### src/rtl/cnmt_pkg.sv
// Constants for the CANopen slave network-management block.
// Assumes a 10 MHz clock and an 11-bit identifier frame interface.
package cnmt_pkg;
   localparam logic [10:0] ID_NMT     = 11'h000;
   localparam logic [10:0] ID_GUARD   = 11'h700;
   localparam logic [10:0] ID_EMCY    = 11'h080;
   localparam logic [7:0]  CS_START   = 8'h01;
   localparam logic [7:0]  CS_STOP    = 8'h02;
   localparam logic [7:0]  CS_PREOP   = 8'h80;
   localparam logic [7:0]  CS_PREOP2  = 8'h81;
   localparam logic [7:0]  CS_RSTCOM  = 8'h82;
   localparam logic [3:0]  DLC_GUARD  = 4'h1;
   localparam logic [3:0]  DLC_NMT    = 4'h2;
   localparam logic [3:0]  DLC_EMCY   = 4'h8;
   localparam int          TOG_BIT    = 7;
   // Node state codes; a guard reply never carries CNMT_INIT
   typedef enum logic [6:0] {
      CNMT_INIT    = 7'h00,
      CNMT_STOPPED = 7'h04,
      CNMT_OPER    = 7'h05,
      CNMT_PREOP   = 7'h7F
   } cnmt_state_t;
   localparam logic [6:0]  ST_DISC    = 7'h01;
   localparam logic [6:0]  ST_CONN    = 7'h02;
   localparam logic [6:0]  ST_PREP    = 7'h03;
   // Emergency codes
   localparam logic [15:0] EC_OVV     = 16'h3210;
   localparam logic [15:0] EC_UV      = 16'h3220;
   localparam logic [15:0] EC_OT      = 16'h4210;
   localparam logic [15:0] EC_ENC     = 16'h7331;
   localparam logic [15:0] EC_BUS     = 16'h8100;
   localparam logic [15:0] EC_TMO     = 16'h81FF;
   // Fault source index, lowest index is sent first
   localparam int          FS_OVV = 0, FS_UV = 1, FS_OT = 2;
   localparam int          FS_ENC = 3, FS_BUS = 4, FS_TMO = 5, FS_N = 6;
   // Fault class bits
   localparam int          FC_GEN = 0, FC_CUR = 1, FC_VOLT = 2, FC_TEMP = 3;
   localparam int          FC_COMM = 4, FC_PROF = 5, FC_ENC = 6;
   // Configuration port selects and defaults
   localparam logic [1:0]  CFG_GTIME  = 2'h0;
   localparam logic [1:0]  CFG_GFACT  = 2'h1;
   localparam logic [1:0]  CFG_HBTIME = 2'h2;
   localparam logic [1:0]  CFG_CMODE  = 2'h3;
   localparam logic [15:0] GTIME_DEF  = 16'h03E8;
   localparam logic [7:0]  GFACT_DEF  = 8'h03;
   localparam logic [15:0] HBTIME_DEF = 16'h0000;
   localparam logic        CMODE_DEF  = 1'b0;
   localparam logic        CMODE_STOP = 1'b1;
   // Timing
   localparam int          CLK_NS     = 32'h0000_0064;
   localparam int          MS_NS      = 32'h000F_4240;
   localparam int          MS_CYC     = MS_NS / CLK_NS;
   localparam logic [1:0]  INIT_WAIT  = 2'h3;
endpackage

### src/rtl/cnmt_tmr_if.sv
// Link between the slave core and its guard supervision timer.
// Assumes both ends share one clock.
interface cnmt_tmr_if;
   logic        restart;
   logic        halt;
   logic [15:0] time_ms;
   logic [7:0]  factor;
   logic        expire;
   modport ctl (output restart, halt, time_ms, factor, input expire);
   modport tmr (input restart, halt, time_ms, factor, output expire);
endinterface

### src/rtl/cnmt_slave.sv
// CANopen slave network management: guarding, NMT commands, boot-up, emergency.
// Assumes a frame-level CAN controller on the same clock; station_in is a switch.
// Behaviour
// - Guard remote frame on 0x700+node gets a one-byte state reply, same id.
// - Reply byte: toggle in bit 7, state code below; toggle flips per reply.
// - First guard reply after guarding starts carries toggle zero.
// - State codes: 0 init, 4 stopped, 5 operational, 127 pre-operational.
// - Supervision starts at first guard frame; missing frame in window flags error.
// - Communication mode 1 turns that error into alarm and stop; 0 ignores it.
// - Guarding and heartbeat never run together.
// - Heartbeat and supervision settings come from the master, not kept.
// - After initialization enter pre-operational and send boot-up.
// - Commands on id 0x000: command byte, then node; node 0 means all.
// - 0x01 start, 0x02 stop, 0x80/0x81 pre-operational, 0x82 reset comms.
// - Only the master commands; the slave never replies to commands.
// - A fatal fault sends an eight-byte emergency frame at top priority.
// - Emergency: code bytes 0-1, class byte 2, state words bytes 4-7.
// - Codes 0x3210 overvoltage, 0x3220 undervoltage, 0x4210 overtemperature.
// - Codes 0x7331 encoder absent, 0x8100 bus error, 0x81FF bus timeout.
// - Class bits: general, current, voltage, temperature, comms, profile, encoder.
// - Emergency identifier is 0x80 plus station number.
// - Guard time defaults to 1000 ms and guard factor to 3.
module cnmt_slave #(
   parameter int unsigned MS_CYCLES = cnmt_pkg::MS_CYC
) (
   // Clock and reset
   input  wire logic        clk_in,
   input  wire logic        resetn_in,
   // Station switch
   input  wire logic [6:0]  station_in,
   // Settings written by the master
   input  wire logic        cfg_wr_in,
   input  wire logic [1:0]  cfg_sel_in,
   input  wire logic [15:0] cfg_data_in,
   // Received frames
   input  wire logic        rx_valid_in,
   input  wire logic [10:0] rx_id_in,
   input  wire logic        rx_rtr_in,
   input  wire logic [3:0]  rx_dlc_in,
   input  wire logic [63:0] rx_data_in,
   // Frames to send
   output logic             tx_valid_out,
   input  wire logic        tx_ready_in,
   output logic [10:0]      tx_id_out,
   output logic [3:0]       tx_dlc_out,
   output logic [63:0]      tx_data_out,
   // Drive faults
   input  wire logic        flt_ovv_in,
   input  wire logic        flt_uv_in,
   input  wire logic        flt_ot_in,
   input  wire logic        flt_enc_in,
   input  wire logic        flt_bus_in,
   input  wire logic [15:0] err_state1_in,
   input  wire logic [15:0] err_state2_in,
   // Status
   output logic [6:0]       node_state_out,
   output logic             guard_active_out,
   output logic             comm_err_out,
   output logic             alarm_out,
   output logic [7:0]       fault_class_out
);
   cnmt_tmr_if tif ();

   cnmt_guard_tmr #(.MS_CYCLES(MS_CYCLES)) u_tmr (
      .clk_in    (clk_in),
      .resetn_in (resetn_in),
      .tif       (tif)
   );

   // Switch synchroniser
   logic [6:0] st1_q, st2_q;
   always_ff @(posedge clk_in or negedge resetn_in) begin
      if (!resetn_in) begin
         st1_q <= '0;
         st2_q <= '0;
      end else begin
         st1_q <= station_in;
         st2_q <= st1_q;
      end
   end

   // Settings, loaded with the package defaults at power-up rather than kept
   logic [15:0] gtime_q, gtime_d, hb_q, hb_d;
   logic [7:0]  gfact_q, gfact_d;
   logic        cmode_q, cmode_d;
   always_comb begin
      gtime_d = gtime_q;
      gfact_d = gfact_q;
      hb_d    = hb_q;
      cmode_d = cmode_q;
      if (cfg_wr_in) begin
         case (cfg_sel_in)
            cnmt_pkg::CFG_GTIME:  gtime_d = cfg_data_in;
            cnmt_pkg::CFG_GFACT:  gfact_d = cfg_data_in[7:0];
            cnmt_pkg::CFG_HBTIME: hb_d    = cfg_data_in;
            cnmt_pkg::CFG_CMODE:  cmode_d = cfg_data_in[0];
            default:              gtime_d = gtime_q;
         endcase
      end
   end
   always_ff @(posedge clk_in or negedge resetn_in) begin
      if (!resetn_in) begin
         gtime_q <= cnmt_pkg::GTIME_DEF;
         gfact_q <= cnmt_pkg::GFACT_DEF;
         hb_q    <= cnmt_pkg::HBTIME_DEF;
         cmode_q <= cnmt_pkg::CMODE_DEF;
      end else begin
         gtime_q <= gtime_d;
         gfact_q <= gfact_d;
         hb_q    <= hb_d;
         cmode_q <= cmode_d;
      end
   end

   function automatic logic [15:0] ecode(input logic [2:0] i);
      case (i)
         3'h0:    ecode = cnmt_pkg::EC_OVV;
         3'h1:    ecode = cnmt_pkg::EC_UV;
         3'h2:    ecode = cnmt_pkg::EC_OT;
         3'h3:    ecode = cnmt_pkg::EC_ENC;
         3'h4:    ecode = cnmt_pkg::EC_BUS;
         default: ecode = cnmt_pkg::EC_TMO;
      endcase
   endfunction

   cnmt_pkg::cnmt_state_t st_q, st_d;
   logic [6:0]  node_q, node_d;
   logic [1:0]  icnt_q, icnt_d;
   logic        tog_q, tog_d, gact_q, gact_d, gpend_q, gpend_d;
   logic        tmo_q, tmo_d, alarm_q, alarm_d;
   logic [4:0]  fprev_q;
   logic [5:0]  epend_q, epend_d;
   logic [7:0]  fcls_q, fcls_d;
   logic        txv_q, txv_d;
   logic [10:0] txid_q, txid_d;
   logic [3:0]  txdlc_q, txdlc_d;
   logic [63:0] txdat_q, txdat_d;
   logic [4:0]  flt;
   logic [5:0]  fevt;
   logic        run, nmt_hit, grd_hit, tmo_evt, ld_boot, ld_emcy, ld_guard;
   logic [2:0]  eidx;
   logic [7:0]  cs;

   assign flt = {flt_bus_in, flt_enc_in, flt_ot_in, flt_uv_in, flt_ovv_in};
   assign run = (st_q != cnmt_pkg::CNMT_INIT);
   assign cs  = rx_data_in[7:0];
   assign nmt_hit = run && rx_valid_in && !rx_rtr_in && rx_id_in == cnmt_pkg::ID_NMT
                    && rx_dlc_in >= cnmt_pkg::DLC_NMT
                    && (rx_data_in[15:8] == 8'h00 || rx_data_in[14:8] == node_q
                        && !rx_data_in[15]);
   // Guarding only while no heartbeat time is set
   assign grd_hit = run && rx_valid_in && rx_rtr_in && hb_q == 16'h0000
                    && rx_id_in == cnmt_pkg::ID_GUARD + 11'(node_q);
   assign tmo_evt = tif.expire && gact_q && hb_q == 16'h0000;
   assign fevt = {tmo_evt && cmode_q == cnmt_pkg::CMODE_STOP, flt & ~fprev_q};

   always_comb begin
      eidx = 3'h5;
      for (int i = cnmt_pkg::FS_N - 1; i >= 0; i--) begin
         if (epend_q[i]) begin
            eidx = 3'(i);
         end
      end
   end

   // Emergency first, then guard replies; boot-up only leaves the init state
   assign ld_boot  = !run && icnt_q == cnmt_pkg::INIT_WAIT && !txv_q;
   assign ld_emcy  = run && !txv_q && epend_q != '0;
   assign ld_guard = run && !txv_q && epend_q == '0 && gpend_q;

   assign tif.restart = grd_hit;
   assign tif.halt    = hb_q != 16'h0000 || (nmt_hit && cs == cnmt_pkg::CS_RSTCOM);
   assign tif.time_ms = gtime_q;
   assign tif.factor  = gfact_q;

   always_comb begin
      st_d    = st_q;
      node_d  = node_q;
      icnt_d  = icnt_q;
      tog_d   = tog_q && !(grd_hit && !gact_q);
      gact_d  = (gact_q || grd_hit) && hb_q == 16'h0000;
      gpend_d = (gpend_q || grd_hit) && hb_q == 16'h0000;
      tmo_d   = tmo_q || tmo_evt;
      alarm_d = alarm_q;
      epend_d = epend_q | fevt;
      txv_d   = txv_q && !tx_ready_in;
      txid_d  = txid_q;
      txdlc_d = txdlc_q;
      txdat_d = txdat_q;
      fcls_d  = 8'h00;
      fcls_d[cnmt_pkg::FC_VOLT] = flt[cnmt_pkg::FS_OVV] | flt[cnmt_pkg::FS_UV];
      fcls_d[cnmt_pkg::FC_TEMP] = flt[cnmt_pkg::FS_OT];
      fcls_d[cnmt_pkg::FC_ENC]  = flt[cnmt_pkg::FS_ENC];
      fcls_d[cnmt_pkg::FC_COMM] = flt[cnmt_pkg::FS_BUS] | tmo_q;
      fcls_d[cnmt_pkg::FC_GEN]  = |fcls_d;
      if (!run) begin
         // Switch read only while initializing, after the synchroniser settles
         node_d = st2_q;
         if (icnt_q != cnmt_pkg::INIT_WAIT) begin
            icnt_d = icnt_q + 2'h1;
         end
         epend_d = '0;
      end
      if (ld_boot) begin
         txv_d   = 1'b1;
         txid_d  = cnmt_pkg::ID_GUARD + 11'(node_q);
         txdlc_d = cnmt_pkg::DLC_GUARD;
         txdat_d = '0;
         st_d    = cnmt_pkg::CNMT_PREOP;
      end else if (ld_emcy) begin
         txv_d   = 1'b1;
         txid_d  = cnmt_pkg::ID_EMCY + 11'(node_q);
         txdlc_d = cnmt_pkg::DLC_EMCY;
         txdat_d = {err_state2_in, err_state1_in, 8'h00, fcls_q, ecode(eidx)};
         epend_d[eidx] = fevt[eidx];
      end else if (ld_guard) begin
         txv_d   = 1'b1;
         txid_d  = cnmt_pkg::ID_GUARD + 11'(node_q);
         txdlc_d = cnmt_pkg::DLC_GUARD;
         txdat_d = {56'h0, tog_q, 7'(st_q)};
         tog_d   = ~tog_q;
         gpend_d = grd_hit;
      end
      // Commands change state, reset comms also clears toggle, guarding, error and alarm; nothing is queued in reply
      if (nmt_hit) begin
         case (cs)
            cnmt_pkg::CS_START:  st_d = cnmt_pkg::CNMT_OPER;
            cnmt_pkg::CS_STOP:   st_d = cnmt_pkg::CNMT_STOPPED;
            cnmt_pkg::CS_PREOP,
            cnmt_pkg::CS_PREOP2: st_d = cnmt_pkg::CNMT_PREOP;
            cnmt_pkg::CS_RSTCOM: begin
               st_d    = cnmt_pkg::CNMT_INIT;
               icnt_d  = 2'h0;
               tog_d   = 1'b0;
               gact_d  = 1'b0;
               gpend_d = 1'b0;
               tmo_d   = tmo_evt;
               alarm_d = 1'b0;
            end
            default:             st_d = st_d;
         endcase
      end
      if (tmo_evt && cmode_q == cnmt_pkg::CMODE_STOP) begin
         alarm_d = 1'b1;
         st_d    = cnmt_pkg::CNMT_STOPPED;
      end
   end

   always_ff @(posedge clk_in or negedge resetn_in) begin
      if (!resetn_in) begin
         st_q    <= cnmt_pkg::CNMT_INIT;
         node_q  <= '0;
         icnt_q  <= '0;
         tog_q   <= 1'b0;
         gact_q  <= 1'b0;
         gpend_q <= 1'b0;
         tmo_q   <= 1'b0;
         alarm_q <= 1'b0;
         fprev_q <= '0;
         epend_q <= '0;
         fcls_q  <= '0;
         txv_q   <= 1'b0;
         txid_q  <= '0;
         txdlc_q <= '0;
         txdat_q <= '0;
      end else begin
         st_q    <= st_d;
         node_q  <= node_d;
         icnt_q  <= icnt_d;
         tog_q   <= tog_d;
         gact_q  <= gact_d;
         gpend_q <= gpend_d;
         tmo_q   <= tmo_d;
         alarm_q <= alarm_d;
         fprev_q <= flt;
         epend_q <= epend_d;
         fcls_q  <= fcls_d;
         txv_q   <= txv_d;
         txid_q  <= txid_d;
         txdlc_q <= txdlc_d;
         txdat_q <= txdat_d;
      end
   end

   assign tx_valid_out     = txv_q;
   assign tx_id_out        = txid_q;
   assign tx_dlc_out       = txdlc_q;
   assign tx_data_out      = txdat_q;
   assign node_state_out   = st_q;
   assign guard_active_out = gact_q;
   assign comm_err_out     = tmo_q;
   assign alarm_out        = alarm_q;
   assign fault_class_out  = fcls_q;
endmodule

### src/rtl/cnmt_guard_tmr.sv
// Guard supervision window: guard time times guard factor, in ms.
// Assumes restart is a one-cycle pulse from the core; halt is held high while a heartbeat time is set.
module cnmt_guard_tmr #(
   parameter int unsigned MS_CYCLES = cnmt_pkg::MS_CYC
) (
   // Clock and reset
   input  wire logic clk_in,
   input  wire logic resetn_in,
   // Core side
   cnmt_tmr_if.tmr   tif
);
   logic [31:0] pre_q, pre_d;
   logic [23:0] rem_q, rem_d;
   logic        run_q, run_d;
   logic        exp_q, exp_d;

   always_comb begin
      pre_d = pre_q;
      rem_d = rem_q;
      run_d = run_q;
      exp_d = 1'b0;
      if (tif.restart) begin
         rem_d = tif.time_ms * tif.factor;
         pre_d = '0;
         // Zero time or factor leaves supervision off
         run_d = (rem_d != '0);
      end else if (tif.halt) begin
         run_d = 1'b0;
      end else if (run_q) begin
         if (pre_q == 32'(MS_CYCLES - 1)) begin
            pre_d = '0;
            if (rem_q == 24'h000001) begin
               run_d = 1'b0;
               exp_d = 1'b1;
            end else begin
               rem_d = rem_q - 24'h000001;
            end
         end else begin
            pre_d = pre_q + 32'h0000_0001;
         end
      end
   end

   always_ff @(posedge clk_in or negedge resetn_in) begin
      if (!resetn_in) begin
         pre_q <= '0;
         rem_q <= '0;
         run_q <= 1'b0;
         exp_q <= 1'b0;
      end else begin
         pre_q <= pre_d;
         rem_q <= rem_d;
         run_q <= run_d;
         exp_q <= exp_d;
      end
   end

   assign tif.expire = exp_q;
endmodule

### config.mk
export PLATFORM = sky130hd
export DESIGN_NAME = cnmt_slave
export DESIGN_NICKNAME = d
export VERILOG_FILES = /design/src/rtl/cnmt_pkg.sv /design/src/rtl/cnmt_tmr_if.sv /design/src/rtl/cnmt_slave.sv /design/src/rtl/cnmt_guard_tmr.sv
export SDC_FILE = /design/constraint.sdc
export NUM_CORES = 1
export LEC_CHECK = 0
export BUFFER_PORTS_ARGS = -buffer_cell sky130_fd_sc_hd__buf_2
export CORE_MARGIN = 2
export CORE_UTILIZATION = 59
export DETAILED_ROUTE_END_ITERATION = 8
export PLACE_DENSITY = 0.8
export REMOVE_ABC_BUFFERS = 1
export SLEW_MARGIN = 20
export SYNTH_ARGS = -nofsm -noshare
export SYNTH_HDL_FRONTEND = slang
export SYNTH_SLANG_ARGS = --single-unit
export TNS_END_PERCENT = 30
### constraint.sdc
create_clock -name clk_in -period 11.9 [get_ports clk_in]
set_input_delay 2.975 -clock clk_in [delete_from_list [all_inputs] [get_ports clk_in]]
set_output_delay 2.975 -clock clk_in [all_outputs]
set_load 0.02 [all_outputs]
==> results.toml <==
[finish]
final_cell_count_no_fill = 1788
number_of_diodes = 0
filler_cell_count = 1745
synthToLayoutAreaGrowth_pct = 13.4
drive_above_1_share = 0.215
multi_input_area_mm2 = 0.00778
layout.nets = 1764
area.sequential_mm2 = 0.00522

[floorplan]
core.rowCount = 55
core_area_mm2 = 0.0227
initial_core_util = 0.603
dieHeight_um = 156
count_of_pins_on_the_block_boundary = 245
dieArea_mm2 = 0.0245
chipWidth_um = 156

[min_path]
hold_start = "st1_q[1]"
hold_crit_depth = 0
worstHoldPathType = "reg -> reg"

[routing]
route.detailed.wl_per_inst_um = 17.1
detail_route.iter0.violations = 627
drcViolationCount = 0
drt_pass1_iterations = 5
viasPerCell = 5.78
detail_route.wirelength_um = 30500
via_count = 10339
antenna_violating_nets_post_route = 0

[clock_network]
clockBufferDepth = 3
tritoncts = "yes"
ctsHtreeMaxLevel = 1
post_cts_resized = 0
cts.sinks = 208
cts-buffers-inserted = 23
clk_transition_reported_paths_ns = 0.06
post_cts_buffers = 0
cts_root_buf = "sky130_fd_sc_hd__clkbuf_16"
clkLatencyLatePin_ns = 0.54
cts-hold-fix-buffers = 0

[global_route]
number_of_antenna_violations_at_the_first_check_in_global_routing = 0
gr-usage-all-layers = 0.255
grt_start_max_net_pins = 79
grt.overflow.total = 0
grt_pass1_wl_um = 51200
vias_in_the_first_global_route = 10551

[synthesis]
share_of_synthesized_registers_carrying_an_async_set_or_reset = 1.00
synthDominantCellAreaShare = 0.365
synth_edf_count = 0
synth.area.top_cells = "sky130_fd_sc_hd__dfrtp_1 (37%), sky130_fd_sc_hd__fa_1 (12%), sky130_fd_sc_hd__and2_1 (5.2%)"
synthesis.area_mm2 = 0.0137
yosys_register_bits = 208
number_of_distinct_standard_cells_referenced_by_the_synthesized_netlist = 76
yosysSeqAreaShare = 0.381
yosysWarningCount = 0
synthesis.area_per_instance_um2 = 10.4
postSynthCellCount = 1323
synth_flop_cell = "sky130_fd_sc_hd__dfrtp_1"
synth_largest_area_cell = "sky130_fd_sc_hd__dfrtp_1"

[place]
place_congestion = 0.890
final_hpwl_from_detailed_placement_um = 22500
port_buffers = 177
preCtsSetupSlack_ns = 5.89
place.detailed.instances = 1746

[timing]
min_period_ns = 5.82
worstMarginPinSlew_ns = 1.07
setup_viol = 0
final.setup_skew_ns = 0.0262
max_freq_ghz = 0.172
finalHoldViolCount = 0
max-slew-margin-rel = 0.284
rsz_0062_raised_after_global_routing = "no"
post-route-period-util = 0.489
timing.final.max_slew_violations = 0
setup-tns-final_ns = 0
setup_ws_ns = 6.08

[setup_path]
path_buf_inv = 2
ff_to_ff_start = "gfact_q[6]"
crit_cells = 16
cp_slowest_stage_delay_ns = 0.69
kind_of_critical_path = "reg -> reg"
setup.worst_path.end_class = "flop"
crit_required_ns = 12.27
timing.critical_path.arrival_ns = 6.19
critical_path.startpoint_type = "flop"
depth_of_the_most_critical_reg_to_reg_path = 16
crit_fanout = 17
cp_delay_by_family_top = "adder cells"
path_cells = "and2_1 -> fa_1 -> fa_1 -> fa_1 -> inv_1 -> fa_1 -> inv_1 -> ha_1 -> and2_1 -> a221oi_1 -> a21boi_0 -> or4_1 -> a21oi_1 -> o211ai_1 -> a2111oi_0 -> a41oi_1"
crit_slowest_cell = "sky130_fd_sc_hd__dfrtp_1"
crit_start = "gfact_q[6]"
crit_top_cell = "sky130_fd_sc_hd__fa_1"

[pwr]
power_density_mw_per_mm2 = 302
leakage_uw = 0.00775
irDropWorstVdd_uv = 232

[job]
cap_viol_max_count = 0

[status]
status = "complete, no violations"
where the power goes:
part / total [uW] / switching [uW] / leakage, uW / internal [uW]
clock network: 757 / 301 / 0.000404 / 456
registers: 940 / 117 / 0.00261 / 823
logic: 3000 / 1760 / 0.00473 / 1250
total: 4700 / 2170 / 0.00775 / 2530
final timing paths:
| check | endpoint | slack, ns |
|---|---|---|
| setup / recovery | u_tmr.run_q | 6.08 |
| hold / removal | st2_q[1] | 0.34 |
| setup reg to reg | u_tmr.run_q | 6.08 |
| hold reg to reg | st2_q[1] | 0.34 |
| max in group asynchronous | u_tmr.pre_q[0] | 7.39 |
| min in group asynchronous | st2_q[3] | 2.44 |
worst reg2reg max path, stage by stage (launching register included):
cell                        delay [ns]
sky130_fd_sc_hd__dfrtp_1          0.69
sky130_fd_sc_hd__and2_1           0.24
sky130_fd_sc_hd__fa_1             0.46
sky130_fd_sc_hd__fa_1             0.52
sky130_fd_sc_hd__fa_1             0.54
sky130_fd_sc_hd__inv_1            0.06
sky130_fd_sc_hd__fa_1             0.54
sky130_fd_sc_hd__inv_1            0.05
sky130_fd_sc_hd__ha_1             0.36
sky130_fd_sc_hd__and2_1           0.22
sky130_fd_sc_hd__a221oi_1         0.31
sky130_fd_sc_hd__a21boi_0         0.23
sky130_fd_sc_hd__or4_1            0.60
sky130_fd_sc_hd__a21oi_1          0.19
sky130_fd_sc_hd__o211ai_1         0.10
sky130_fd_sc_hd__a2111oi_0        0.39
sky130_fd_sc_hd__a41oi_1          0.17
per-stage QoR:
stage,utilization,hold WS [ns],total power (uW),cell area (um2)
2_1_floorplan,-,0.331,3230,13400
3_3_place_gp,0.649,0.333,3850,14700
3_5_place_dp,0.649,0.335,3920,14700
4_1_cts,0.684,0.344,4700,15500
5_1_grt,0.684,0.357,5150,15500
6_report,0.684,0.343,4700,15500
registers in the layout (all words and copies together), names as in the netlist, 6 cells and up:
register / cells
tx_data_out: 50
u_tmr.pre_q: 32
u_tmr.rem_q: 24
gtime_q: 16
hb_q: 16
tx_id_out: 9
gfact_q: 8
node_q: 7
node_state_out: 7
st1_q: 7
st2_q: 7
epend_q: 6
metal layers:
metal | global-route usage | up-vias | wire [um]
li1 | - | 4823 | -
met1 | 0.341 | 5157 | 13300
met2 | 0.435 | 300 | 15000
met3 | 0.0377 | 59 | 1590
met4 | 0.0690 | 0 | 672
met5 | 0 | - | 0
layout make-up:
class | instances | share of cell area
timing repair buffer | 184 | 0.0609
clock inverter | 11 | 0.0101
multi-input combinational | 953 | 0.500
sequential | 208 | 0.336
inverter | 116 | 0.0280
clock buffer | 31 | 0.0422
tap | 285 | 0.0229
placed cells by master, fill, tap and decap left out, drive strengths merged, types with 5 or more instances in the layout:
cell type  count
a211oi         6
a21o          10
a21oi         38
a22o          39
a31oi          8
and2         114
and3          14
and4          10
buf          183
clkbuf        32
clkinv         5
conb          18
dfrtp        200
dfstp          8
fa            84
ha            47
inv          119
mux2          58
mux2i         15
nand2         95
nand3         19
nand4         12
nor2          75
nor2b         12
nor3          35
nor3b          6
nor4          25
nor4b          6
o21a           8
o21ai         36
o31ai          9
or2           12
or3           12
or4            9
xnor2         28
xor2          42
cell usage after synthesis (7+ instances only):
cell	number
sky130_fd_sc_hd__and3_1	14
sky130_fd_sc_hd__nand2_1	95
sky130_fd_sc_hd__xnor2_1	28
sky130_fd_sc_hd__mux2_2	58
sky130_fd_sc_hd__clkbuf_1	28
sky130_fd_sc_hd__buf_4	26
sky130_fd_sc_hd__a21oi_1	38
sky130_fd_sc_hd__and4_1	10
sky130_fd_sc_hd__o31ai_1	9
sky130_fd_sc_hd__a31oi_1	8
sky130_fd_sc_hd__or2_2	10
sky130_fd_sc_hd__inv_1	116
sky130_fd_sc_hd__nor2_1	75
sky130_fd_sc_hd__and2_1	114
sky130_fd_sc_hd__fa_1	84
sky130_fd_sc_hd__dfstp_2	8
sky130_fd_sc_hd__a22o_1	39
sky130_fd_sc_hd__nor3_1	30
sky130_fd_sc_hd__nor4_1	22
sky130_fd_sc_hd__o21a_1	8
sky130_fd_sc_hd__nor2b_1	12
sky130_fd_sc_hd__mux2i_1	15
sky130_fd_sc_hd__nand4_1	12
sky130_fd_sc_hd__dfrtp_1	200
sky130_fd_sc_hd__or4_1	7
sky130_fd_sc_hd__or3_1	11
sky130_fd_sc_hd__nand3_1	19
sky130_fd_sc_hd__o21ai_0	36
sky130_fd_sc_hd__a21o_1	10
sky130_fd_sc_hd__xor2_1	42
sky130_fd_sc_hd__ha_1	47
logic make-up after synthesis:
group / share of synthesized area
other: 0.000274
buffers and inverters: 0.0578
AND/OR/NAND/NOR: 0.195
adder cells (fa/ha/maj): 0.166
XOR/XNOR: 0.0447
AO/OA/AOI/OAI: 0.0974
flip-flops: 0.381
multiplexers: 0.0586
Power figures use the tool's default switching activity.
